===== config.mk =====
export PLATFORM = sky130hd
export DESIGN_NAME = shp_host_port
export DESIGN_NICKNAME = d
export VERILOG_FILES = /design/src/verilog/shp_pkg.sv /design/src/verilog/shp_host_port.sv /design/src/verilog/shp_fifo.sv
export SDC_FILE = /design/constraint.sdc
export NUM_CORES = 2
export LEC_CHECK = 0
export BUFFER_PORTS_ARGS = -buffer_cell sky130_fd_sc_hd__buf_2
export CORE_MARGIN = 4
export CORE_UTILIZATION = 56
export CTS_CLUSTER_DIAMETER = 80
export DETAILED_ROUTE_END_ITERATION = 12
export HOLD_SLACK_MARGIN = 0.06
export PLACE_DENSITY_LB_ADDON = 0.15
export SYNTH_ARGS = -nofsm -noshare
export SYNTH_HDL_FRONTEND = slang
export SYNTH_HIERARCHICAL = 1
export SYNTH_SLANG_ARGS = --single-unit

===== constraint.sdc =====
create_clock -name sys_clk -period 4.3 [get_ports sys_clk]
set_input_delay 0.215 -clock sys_clk [delete_from_list [all_inputs] [get_ports sys_clk]]
set_output_delay 0.215 -clock sys_clk [all_outputs]
set_load 0.005 [all_outputs]

===== src/verilog/shp_pkg.sv =====
// Shared constants, types and helpers for the SRAM-style host port
package shp_pkg;
    localparam int ADDR_W = 7;
    localparam int DATA_W = 32;
    localparam int HALF_W = 16;
    localparam int BYTE_W = 8;
    localparam int CSR_IDX_W = 6;
    localparam int PORT_LSB = 2;
    localparam int PORT_W = 5;
    localparam int HALF_SEL_BIT = 0;
    localparam logic [PORT_W-1:0] RX_PORT_IDX = 5'h00;
    localparam logic [PORT_W-1:0] TX_PORT_IDX = 5'h01;
    localparam int IRQ_SRC_W = 8;
    localparam int IVL_W = 8;
    localparam int HOLD_W = 20;
    localparam int CLK_PERIOD_NS = 20;
    // Hold-off interval unit
    localparam int IRQ_TICK_NS = 10000;
    localparam int IRQ_TICK_CYC = (IRQ_TICK_NS + CLK_PERIOD_NS - 1) / CLK_PERIOD_NS;
    localparam int TX_FIFO_DEPTH = 32;
    localparam logic WIDE_RST = 1'b1;

    typedef enum logic [1:0] {RG_CSR, RG_RX, RG_TX, RG_NONE} shp_region_t;
    typedef enum logic [1:0] {ST_IDLE, ST_CSR, ST_DRIVE} shp_rd_state_t;

    typedef struct packed {
        logic we;
        logic re;
        logic [CSR_IDX_W-1:0] addr;
        logic [DATA_W-1:0] wdata;
    } shp_csr_req_t;

    typedef struct packed {
        logic rdN;
        logic wrN;
        logic csN;
        logic fifoSel;
        logic strap;
        logic [ADDR_W-1:0] addr;
        logic [DATA_W-1:0] data;
    } shp_pins_t;

    function automatic shp_region_t shp_decode(input logic [ADDR_W-1:0] a,
                                               input logic fsel, input logic isWrite);
        shp_region_t r;
        r = RG_CSR;
        if (fsel) begin
            r = isWrite ? RG_TX : RG_RX;
        end else if (a[ADDR_W-1:PORT_LSB] == RX_PORT_IDX) begin
            r = isWrite ? RG_NONE : RG_RX;
        end else if (a[ADDR_W-1:PORT_LSB] == TX_PORT_IDX) begin
            r = isWrite ? RG_TX : RG_NONE;
        end
        return r;
    endfunction

    function automatic logic [DATA_W-1:0] shp_swap(input logic [DATA_W-1:0] w);
        logic [DATA_W-1:0] r;
        r = '0;
        for (int i = 0; i < DATA_W / BYTE_W; i++) begin
            r[i*BYTE_W +: BYTE_W] = w[(DATA_W/BYTE_W-1-i)*BYTE_W +: BYTE_W];
        end
        return r;
    endfunction
endpackage


===== src/verilog/shp_host_port.sv =====
// SRAM-style host port: decode, width and endian steering, data FIFO paths, interrupt pin
`timescale 1ns/1ns
module shp_host_port
    import shp_pkg::*;
#(
    parameter int FIFO_DEPTH = TX_FIFO_DEPTH
) (
    input wire logic sys_clk,
    input wire logic rst_n,
    input wire logic clkEn,
    input wire logic [ADDR_W-1:0] hostAddr,
    input wire logic [DATA_W-1:0] hostDataIn,
    output logic [DATA_W-1:0] hostDataOut,
    output logic hostDataOe,
    input wire logic read_strobe_n,
    input wire logic write_strobe_n,
    input wire logic chip_select_n,
    input wire logic fifoSelect,
    input wire logic bus_width_strap,
    input wire logic bigEndian,
    input wire logic lowPower,
    output logic wakeUp,
    output logic busWide,
    output shp_csr_req_t csrReq,
    input wire logic [DATA_W-1:0] csrRdData,
    input wire logic [DATA_W-1:0] rxData,
    input wire logic rxValid,
    output logic rxPop,
    output logic [DATA_W-1:0] txData,
    output logic txValid,
    input wire logic txReady,
    output logic txFull,
    output logic txOverflow,
    input wire logic [IRQ_SRC_W-1:0] irqSources,
    input wire logic [IRQ_SRC_W-1:0] irqEnable,
    input wire logic irqPolarity,
    input wire logic irqOpenDrain,
    input wire logic [IVL_W-1:0] irqInterval,
    output logic irqOut,
    output logic irqOe
);
    shp_pins_t pinMeta_q;
    shp_pins_t pinSync_q;
    logic rdAct, wrAct, rdStart, wrEnd, commitNow, txInReady, irqReq;
    logic rdAct_q, wrAct_q, wrFifo_q, wide_q, strapDone_q, wakeUp_q;
    logic [ADDR_W-1:0] wrAddr_q;
    logic [DATA_W-1:0] wrData_q, commitWord, pendWord_q, dataOut_q, csrWord;
    logic [HALF_W-1:0] holdLo_q, holdHi_q;
    logic pendTx_q, txFull_q, txOverflow_q, rxPop_q, dataOe_q;
    logic irqActive_q, irqOut_q, irqOe_q;
    logic [HOLD_W-1:0] holdCycles_q;
    shp_csr_req_t csrReq_q;
    shp_region_t rdRegion, wrRegion;
    shp_rd_state_t st_q;

    // Pins come from an unclocked host; no bus clock exists
    always_ff @(posedge sys_clk) begin
        if (clkEn) begin
            pinMeta_q <= {read_strobe_n, write_strobe_n, chip_select_n, fifoSelect,
                          bus_width_strap, hostAddr, hostDataIn};
            pinSync_q <= pinMeta_q;
        end
    end

    assign rdAct = !pinSync_q.csN && !pinSync_q.rdN;
    assign wrAct = !pinSync_q.csN && !pinSync_q.wrN;
    assign rdStart = rdAct && !rdAct_q;
    assign wrEnd = wrAct_q && !wrAct;
    assign rdRegion = shp_decode(pinSync_q.addr, pinSync_q.fifoSel, 1'b0);
    assign wrRegion = shp_decode(wrAddr_q, wrFifo_q, 1'b1);
    assign commitNow = wrEnd && (wide_q || wrAddr_q[HALF_SEL_BIT]);
    assign commitWord = wide_q ? wrData_q : {wrData_q[HALF_W-1:0], holdLo_q};
    assign csrWord = bigEndian ? shp_swap(csrRdData) : csrRdData;

    // Address and data stay stable around the strobe, so the last active sample is used
    always_ff @(posedge sys_clk) begin
        if (!rst_n) begin
            rdAct_q <= 1'b0;
            wrAct_q <= 1'b0;
            wrAddr_q <= '0;
            wrData_q <= '0;
            wrFifo_q <= 1'b0;
        end else if (clkEn) begin
            rdAct_q <= rdAct;
            wrAct_q <= wrAct;
            if (wrAct) begin
                wrAddr_q <= pinSync_q.addr;
                wrData_q <= pinSync_q.data;
                wrFifo_q <= pinSync_q.fifoSel;
            end
        end
    end

    // Strap is sampled on the first enabled cycle after release
    always_ff @(posedge sys_clk) begin
        if (!rst_n) begin
            wide_q <= WIDE_RST;
            strapDone_q <= 1'b0;
        end else if (clkEn && !strapDone_q) begin
            wide_q <= pinSync_q.strap;
            strapDone_q <= 1'b1;
        end
    end

    always_ff @(posedge sys_clk) begin
        if (!rst_n) begin
            wakeUp_q <= 1'b0;
        end else if (clkEn) begin
            wakeUp_q <= lowPower && wrAct && !wrAct_q;
        end
    end

    // Control register requests; a write ending wins the address over a read start
    always_ff @(posedge sys_clk) begin
        if (!rst_n) begin
            csrReq_q <= '0;
            holdLo_q <= '0;
        end else if (clkEn) begin
            csrReq_q.we <= 1'b0;
            csrReq_q.re <= 1'b0;
            if (rdStart && rdRegion == RG_CSR && (wide_q || !pinSync_q.addr[HALF_SEL_BIT])) begin
                csrReq_q.re <= 1'b1;
                csrReq_q.addr <= pinSync_q.addr[ADDR_W-1:HALF_SEL_BIT+1];
            end
            if (wrEnd && !wide_q && !wrAddr_q[HALF_SEL_BIT]) begin
                holdLo_q <= wrData_q[HALF_W-1:0];
            end
            if (commitNow && wrRegion == RG_CSR) begin
                csrReq_q.we <= 1'b1;
                csrReq_q.addr <= wrAddr_q[ADDR_W-1:HALF_SEL_BIT+1];
                csrReq_q.wdata <= bigEndian ? shp_swap(commitWord) : commitWord;
            end
        end
    end

    // One word waits here while the FIFO is full; a second one overruns it
    always_ff @(posedge sys_clk) begin
        if (!rst_n) begin
            pendTx_q <= 1'b0;
            pendWord_q <= '0;
            txOverflow_q <= 1'b0;
            txFull_q <= 1'b0;
        end else if (clkEn) begin
            txFull_q <= !txInReady;
            if (commitNow && wrRegion == RG_TX) begin
                pendTx_q <= 1'b1;
                pendWord_q <= commitWord;
                if (pendTx_q && !txInReady) begin
                    txOverflow_q <= 1'b1;
                end
            end else if (pendTx_q && txInReady) begin
                pendTx_q <= 1'b0;
            end
        end
    end

    // Read side: fetch a word, drive it until the strobe goes away
    always_ff @(posedge sys_clk) begin
        if (!rst_n) begin
            st_q <= ST_IDLE;
            dataOut_q <= '0;
            dataOe_q <= 1'b0;
            holdHi_q <= '0;
            rxPop_q <= 1'b0;
        end else if (clkEn) begin
            rxPop_q <= 1'b0;
            case (st_q)
                ST_IDLE: begin
                    if (rdStart) begin
                        st_q <= ST_DRIVE;
                        dataOe_q <= 1'b1;
                        if (!wide_q && pinSync_q.addr[HALF_SEL_BIT]) begin
                            dataOut_q <= {{HALF_W{1'b0}}, holdHi_q};
                        end else if (rdRegion == RG_CSR) begin
                            st_q <= ST_CSR;
                            dataOe_q <= 1'b0;
                        end else if (rdRegion == RG_RX && rxValid) begin
                            rxPop_q <= 1'b1;
                            holdHi_q <= rxData[DATA_W-1:HALF_W];
                            dataOut_q <= wide_q ? rxData : {{HALF_W{1'b0}}, rxData[HALF_W-1:0]};
                        end else begin
                            dataOut_q <= '0;
                        end
                    end
                end
                ST_CSR: begin
                    if (!rdAct) begin
                        st_q <= ST_IDLE;
                    end else begin
                        st_q <= ST_DRIVE;
                        dataOe_q <= 1'b1;
                        if (wide_q) begin
                            dataOut_q <= csrWord;
                        end else begin
                            holdHi_q <= csrWord[DATA_W-1:HALF_W];
                            dataOut_q <= {{HALF_W{1'b0}}, csrWord[HALF_W-1:0]};
                        end
                    end
                end
                ST_DRIVE: begin
                    if (!rdAct) begin
                        st_q <= ST_IDLE;
                        dataOe_q <= 1'b0;
                    end
                end
                default: begin
                    st_q <= ST_IDLE;
                    dataOe_q <= 1'b0;
                end
            endcase
        end
    end

    // Interrupt: a clear starts the hold-off, during which nothing re-asserts
    assign irqReq = |(irqSources & irqEnable);
    always_ff @(posedge sys_clk) begin
        if (!rst_n) begin
            irqActive_q <= 1'b0;
            holdCycles_q <= '0;
        end else if (clkEn) begin
            if (holdCycles_q != '0) begin
                holdCycles_q <= holdCycles_q - 1'b1;
            end else if (irqActive_q && !irqReq) begin
                irqActive_q <= 1'b0;
                holdCycles_q <= HOLD_W'(int'(irqInterval) * IRQ_TICK_CYC);
            end else if (!irqActive_q && irqReq) begin
                irqActive_q <= 1'b1;
            end
        end
    end

    always_ff @(posedge sys_clk) begin
        if (!rst_n) begin
            irqOut_q <= 1'b0;
            irqOe_q <= 1'b0;
        end else if (clkEn) begin
            irqOut_q <= irqOpenDrain ? 1'b0 : (irqActive_q ~^ irqPolarity);
            irqOe_q <= irqOpenDrain ? irqActive_q : 1'b1;
        end
    end

    shp_fifo #(.WIDTH(DATA_W), .DEPTH(FIFO_DEPTH)) u_txFifo (
        .sys_clk(sys_clk),
        .rst_n(rst_n),
        .clkEn(clkEn),
        .inValid(pendTx_q),
        .inData(pendWord_q),
        .inReady(txInReady),
        .outValid(txValid),
        .outData(txData),
        .outReady(txReady)
    );

    assign hostDataOut = dataOut_q;
    assign hostDataOe = dataOe_q;
    assign wakeUp = wakeUp_q;
    assign busWide = wide_q;
    assign csrReq = csrReq_q;
    assign rxPop = rxPop_q;
    assign txFull = txFull_q;
    assign txOverflow = txOverflow_q;
    assign irqOut = irqOut_q;
    assign irqOe = irqOe_q;
endmodule


===== src/verilog/shp_fifo.sv =====
// Transmit data FIFO with registered output stage
`timescale 1ns/1ns
module shp_fifo #(
    parameter int WIDTH = 32,
    parameter int DEPTH = 32
) (
    input wire logic sys_clk,
    input wire logic rst_n,
    input wire logic clkEn,
    input wire logic inValid,
    input wire logic [WIDTH-1:0] inData,
    output logic inReady,
    output logic outValid,
    output logic [WIDTH-1:0] outData,
    input wire logic outReady
);
    localparam int AW = $clog2(DEPTH);
    localparam logic [AW:0] FULL_CNT = (AW+1)'(DEPTH);
    localparam logic [AW-1:0] LAST_PTR = AW'(DEPTH - 1);

    logic [WIDTH-1:0] mem [DEPTH];
    logic [AW-1:0] wrPtr_q;
    logic [AW-1:0] rdPtr_q;
    logic [AW:0] count_q;
    logic outValid_q;
    logic [WIDTH-1:0] outData_q;
    logic push;
    logic load;

    assign inReady = (count_q != FULL_CNT);
    assign push = inValid && inReady;
    // Refill the output stage whenever it is empty or being taken
    assign load = (count_q != '0) && (!outValid_q || outReady);
    assign outValid = outValid_q;
    assign outData = outData_q;

    always_ff @(posedge sys_clk) begin
        if (clkEn && push) begin
            mem[wrPtr_q] <= inData;
        end
    end

    always_ff @(posedge sys_clk) begin
        if (!rst_n) begin
            wrPtr_q <= '0;
            rdPtr_q <= '0;
            count_q <= '0;
        end else if (clkEn) begin
            if (push) begin
                wrPtr_q <= (wrPtr_q == LAST_PTR) ? '0 : wrPtr_q + 1'b1;
            end
            if (load) begin
                rdPtr_q <= (rdPtr_q == LAST_PTR) ? '0 : rdPtr_q + 1'b1;
            end
            if (push && !load) begin
                count_q <= count_q + 1'b1;
            end else if (load && !push) begin
                count_q <= count_q - 1'b1;
            end
        end
    end

    always_ff @(posedge sys_clk) begin
        if (!rst_n) begin
            outValid_q <= 1'b0;
            outData_q <= '0;
        end else if (clkEn) begin
            if (load) begin
                outValid_q <= 1'b1;
                outData_q <= mem[rdPtr_q];
            end else if (outReady) begin
                outValid_q <= 1'b0;
            end
        end
    end
endmodule


==> flow_summary.toml <==
[outcome]
run_status = "completed"

[finish]
nets = 3866
fillers = 6508
multi_input_area_um2 = 14990
final_cell_mix = "edfxtp_1 (1,112), mux4_2 (256), dfxtp_1 (255)"
area_growth_pct = 16.29
drive_gt1_share_pct = 24.24
layout_commonest_cell = "edfxtp_1"
ff_latch_area_um2 = 38610

[critical_path]
arrival_ns = 4.57
start_kind = "input port"
crit_top_cell = "fa_1"
critPathCaptureType = "flip-flop"
slowest_stage = "fa_1"
crit_path_max_incr_delay_ns = 0.62
cp_cell_sequence = "dlygate4sd3_1 -> buf_2 -> fa_1 -> xor2_1 -> ha_1 -> inv_1 -> fa_1 -> fa_1 -> inv_1 -> ha_1 -> and3_1 -> a2111oi_1 -> buf_4 -> xnor2_1 -> o21ai_0 -> a221oi_1"
worstSetupPathType = "in -> reg"
path_max_fanout = 6
critPathRequiredTime_ns = 4.92

[sta]
fin_skew_ns = 0.02221
relSlewSlack_pct = 11.06
final_max_slew_viol_count = 0
period_share_pct = 91.89
worst_slew_pin_slew_ns = 1.334
worst_slack_ns = 0.3487
setup_viol = 0
finalSetupTns_ns = 0
max_freq_mhz = 253.1
min_period_ns = 3.951
hold_viol = 0
rsz0062_at_grt = "no"

[detailed_routing]
vias = 31218
wire_per_inst_um = 26.05
ant_nets = 0
viasPerCell = 6.192
drc_errors = 0
initialDrtViolationCount = 3080
first_pass_iters = 8
totalWireLength_mm = 131.3

[clock_network]
cts_buffer_depth = 3
cts_buffers = 139
cts-htree-levels = 4
clock_sinks = 1372
clkLatencyLatePin_ns = 0.73
post_cts_buffers = 0
cts_root_buffer = "clkbuf_16"
cts_tree = "built"
cts.clk_slew.worst_paths_ns = 0.06

[pwr]
p_clk_share_pct = 36.4
fin_total_pwr_mw = 31.60
power.switching_mw = 7.953
pwr-share-seq_pct = 47.2
internal_power_mw = 23.64
powerDensity_nw_per_um2 = 499.4
p_leak_nw = 22.12
sw_frac_of_total_pct = 25.17
pwr-share-comb_pct = 16.4
vdd.ir_drop.worst_mv = 0.3513

[grt]
grtUsageTotal_pct = 25.72
grt_max_degree = 76
grt_pass1_wl_mm = 198.6
antenna_found_initial = 1
grtUsageMet3_pct = 4.195
globalRouteMet2Util_pct = 42.11
grtUsageMet1_pct = 36.25
grt_pass1_vias = 31492
grt.busiest_layer = "met2"
grt.overflow.total = 0

[min_path]
hp-class = "in -> reg"

[floorplan]
die_area_um2 = 102200
fp.dieW_um = 319.7
io-pin-count = 254
rows = 114
die_h_um = 319.7
core_area_um2 = 96570
start_util_pct = 56.34

[place]
io_buffer_count = 253
place_ws_ns = 0.09920
gp_congestion = 0.8442
place_hpwl_mm = 78.58

[run]
drv_cap = 0

[logic_synthesis]
yosys.area.top_type_share_pct = 61.37
synth_ff_type = "edfxtp_1"
seq_area_frac_synth_pct = 70.94
netlist_instances = 3219
synth_warnings = 6
ys_ff_latch = 1372
syn_avg_cell_area_um2 = 16.90
synthesis.nets = 3436
synth.area.top_cells = "edfxtp_1 (61%), mux4_2 (11%), dfxtp_1 (9.6%)"
syn_area_um2 = 54410
synth-edff-count = 1112
yosysUniqueCellTypes = 75
yosys.area.top_type = "edfxtp_1"
async_flop_share_pct = 0
[final timing paths]
path                            slack (ns)                start                    to  cells past startpoint
worst min-delay path                  0.13        csrRdData[17]           holdHi_q[1]                      7
worst max register to register        1.02  u_txFifo/rdPtr_q[2]  u_txFifo/outData[11]                      6
worst min register to register        0.41        pinMeta_q[35]         pinSync_q[35]                      0
worst max-delay path                  0.35       irqInterval[0]      holdCycles_q[11]                     16
[flip-flops by register name, indices dropped and copies added, names as in the netlist, 2 cells and up]
name and count:
u_txFifo/mem 1024, pinMeta_q 44, pinSync_q 44, csrReq 40, hostDataOut 32, pendWord_q 32
u_txFifo/outData 32, wrData_q 32, holdCycles_q 20, holdHi_q 16, holdLo_q 16, wrAddr_q 7
u_txFifo/count_q 6, u_txFifo/rdPtr_q 5, u_txFifo/wrPtr_q 5, st_q 2
[worst max-delay path: cells and delay by family]
family / cells / cell delay (ns)
AND/OR/NAND/NOR: 1 / 0.20
adder cells (fa/ha/maj): 5 / 2.10
buffers and inverters: 5 / 1.01
XOR/XNOR: 2 / 0.28
AO/OA/AOI/OAI: 3 / 0.77
[through the flow]
step,utilization (%),std cells,area (µm²),hold slack (ns)
after floorplan,-,3219,54410,0.3139
after global placement,59.59,4646,57540,0.3911
after detailed placement,59.59,4646,57540,0.3940
after CTS,65.51,5038,63260,0.06366
after global routing,65.51,5038,63260,0.1573
final,65.52,5042,63270,0.1302
[Yosys cell counts, drive strengths merged (4+ instances only)]
| cell | number |
|---|---|
| a21o | 9 |
| xnor2 | 12 |
| a31o | 19 |
| a22oi | 5 |
| nand3 | 26 |
| o211ai | 13 |
| a211oi | 67 |
| or3 | 4 |
| a221oi | 57 |
| nor3 | 30 |
| mux2i | 96 |
| and2 | 13 |
| edfxtp | 1112 |
| mux4 | 256 |
| nand2b | 7 |
| nor2b | 43 |
| buf | 97 |
| mux2 | 30 |
| a22o | 54 |
| a21boi | 9 |
| and3 | 10 |
| inv | 49 |
| a31oi | 5 |
| ha | 54 |
| a21oi | 203 |
| clkbuf | 98 |
| nor2 | 193 |
| xor2 | 8 |
| o22ai | 29 |
| fa | 22 |
| or2 | 5 |
| nand2 | 208 |
| nor4 | 11 |
| o21a | 4 |
| dfxtp | 260 |
| or4 | 5 |
| nand3b | 7 |
| o21ai | 52 |
[final cells by class]
type | count | area share (%)
Timing Repair Buffer | 484 | 5.592
Sequential cell | 1372 | 61.03
Tap cell | 1276 | 2.523
Antenna cell | 4 | 0.01582
Clock buffer | 186 | 5.994
Inverter | 49 | 0.2946
Clock inverter | 68 | 0.8602
Multi-Input combinational cell | 1603 | 23.69
[routing by layer]
layer	up-vias	wire, µm
met5	-	0
met4	0	3558
met3	248	9992
met2	1447	64530
met1	15928	53260
li1	13595	-
[logic make-up (layout without fill, tap and decap cells)]
family | Yosys count | in the layout | share of synthesized area [%]
AO/OA/AOI/OAI | 548 | 548 | 6.881
XOR/XNOR | 20 | 20 | 0.3220
adder cells (fa/ha/maj) | 76 | 76 | 2.051
buffers and inverters | 244 | 787 | 2.012
flip-flops | 1372 | 1372 | 70.94
multiplexers | 382 | 382 | 12.98
other | 0 | 4 | 0
AND/OR/NAND/NOR | 577 | 577 | 4.811
[power by group through the flow]
stage	clock network (mW)	registers (mW)	logic [mW]
floorplan	0	15.0	3.85
global placement	0	15.2	5.02
detailed placement	0	15.2	5.09
CTS	11.7	14.9	5.22
global route	12.3	14.9	5.68
finish	11.5	14.9	5.19
[repair_timing]
| action | CTS | global route |
|---|---|---|
| endpoints found under the hold margin | 146 | 0 |
| resized for setup | 0 | 1 |
| setup endpoints to repair | 0 | 2 |
| hold buffers | 138 | 0 |
(Power assumes the default switching activity.)
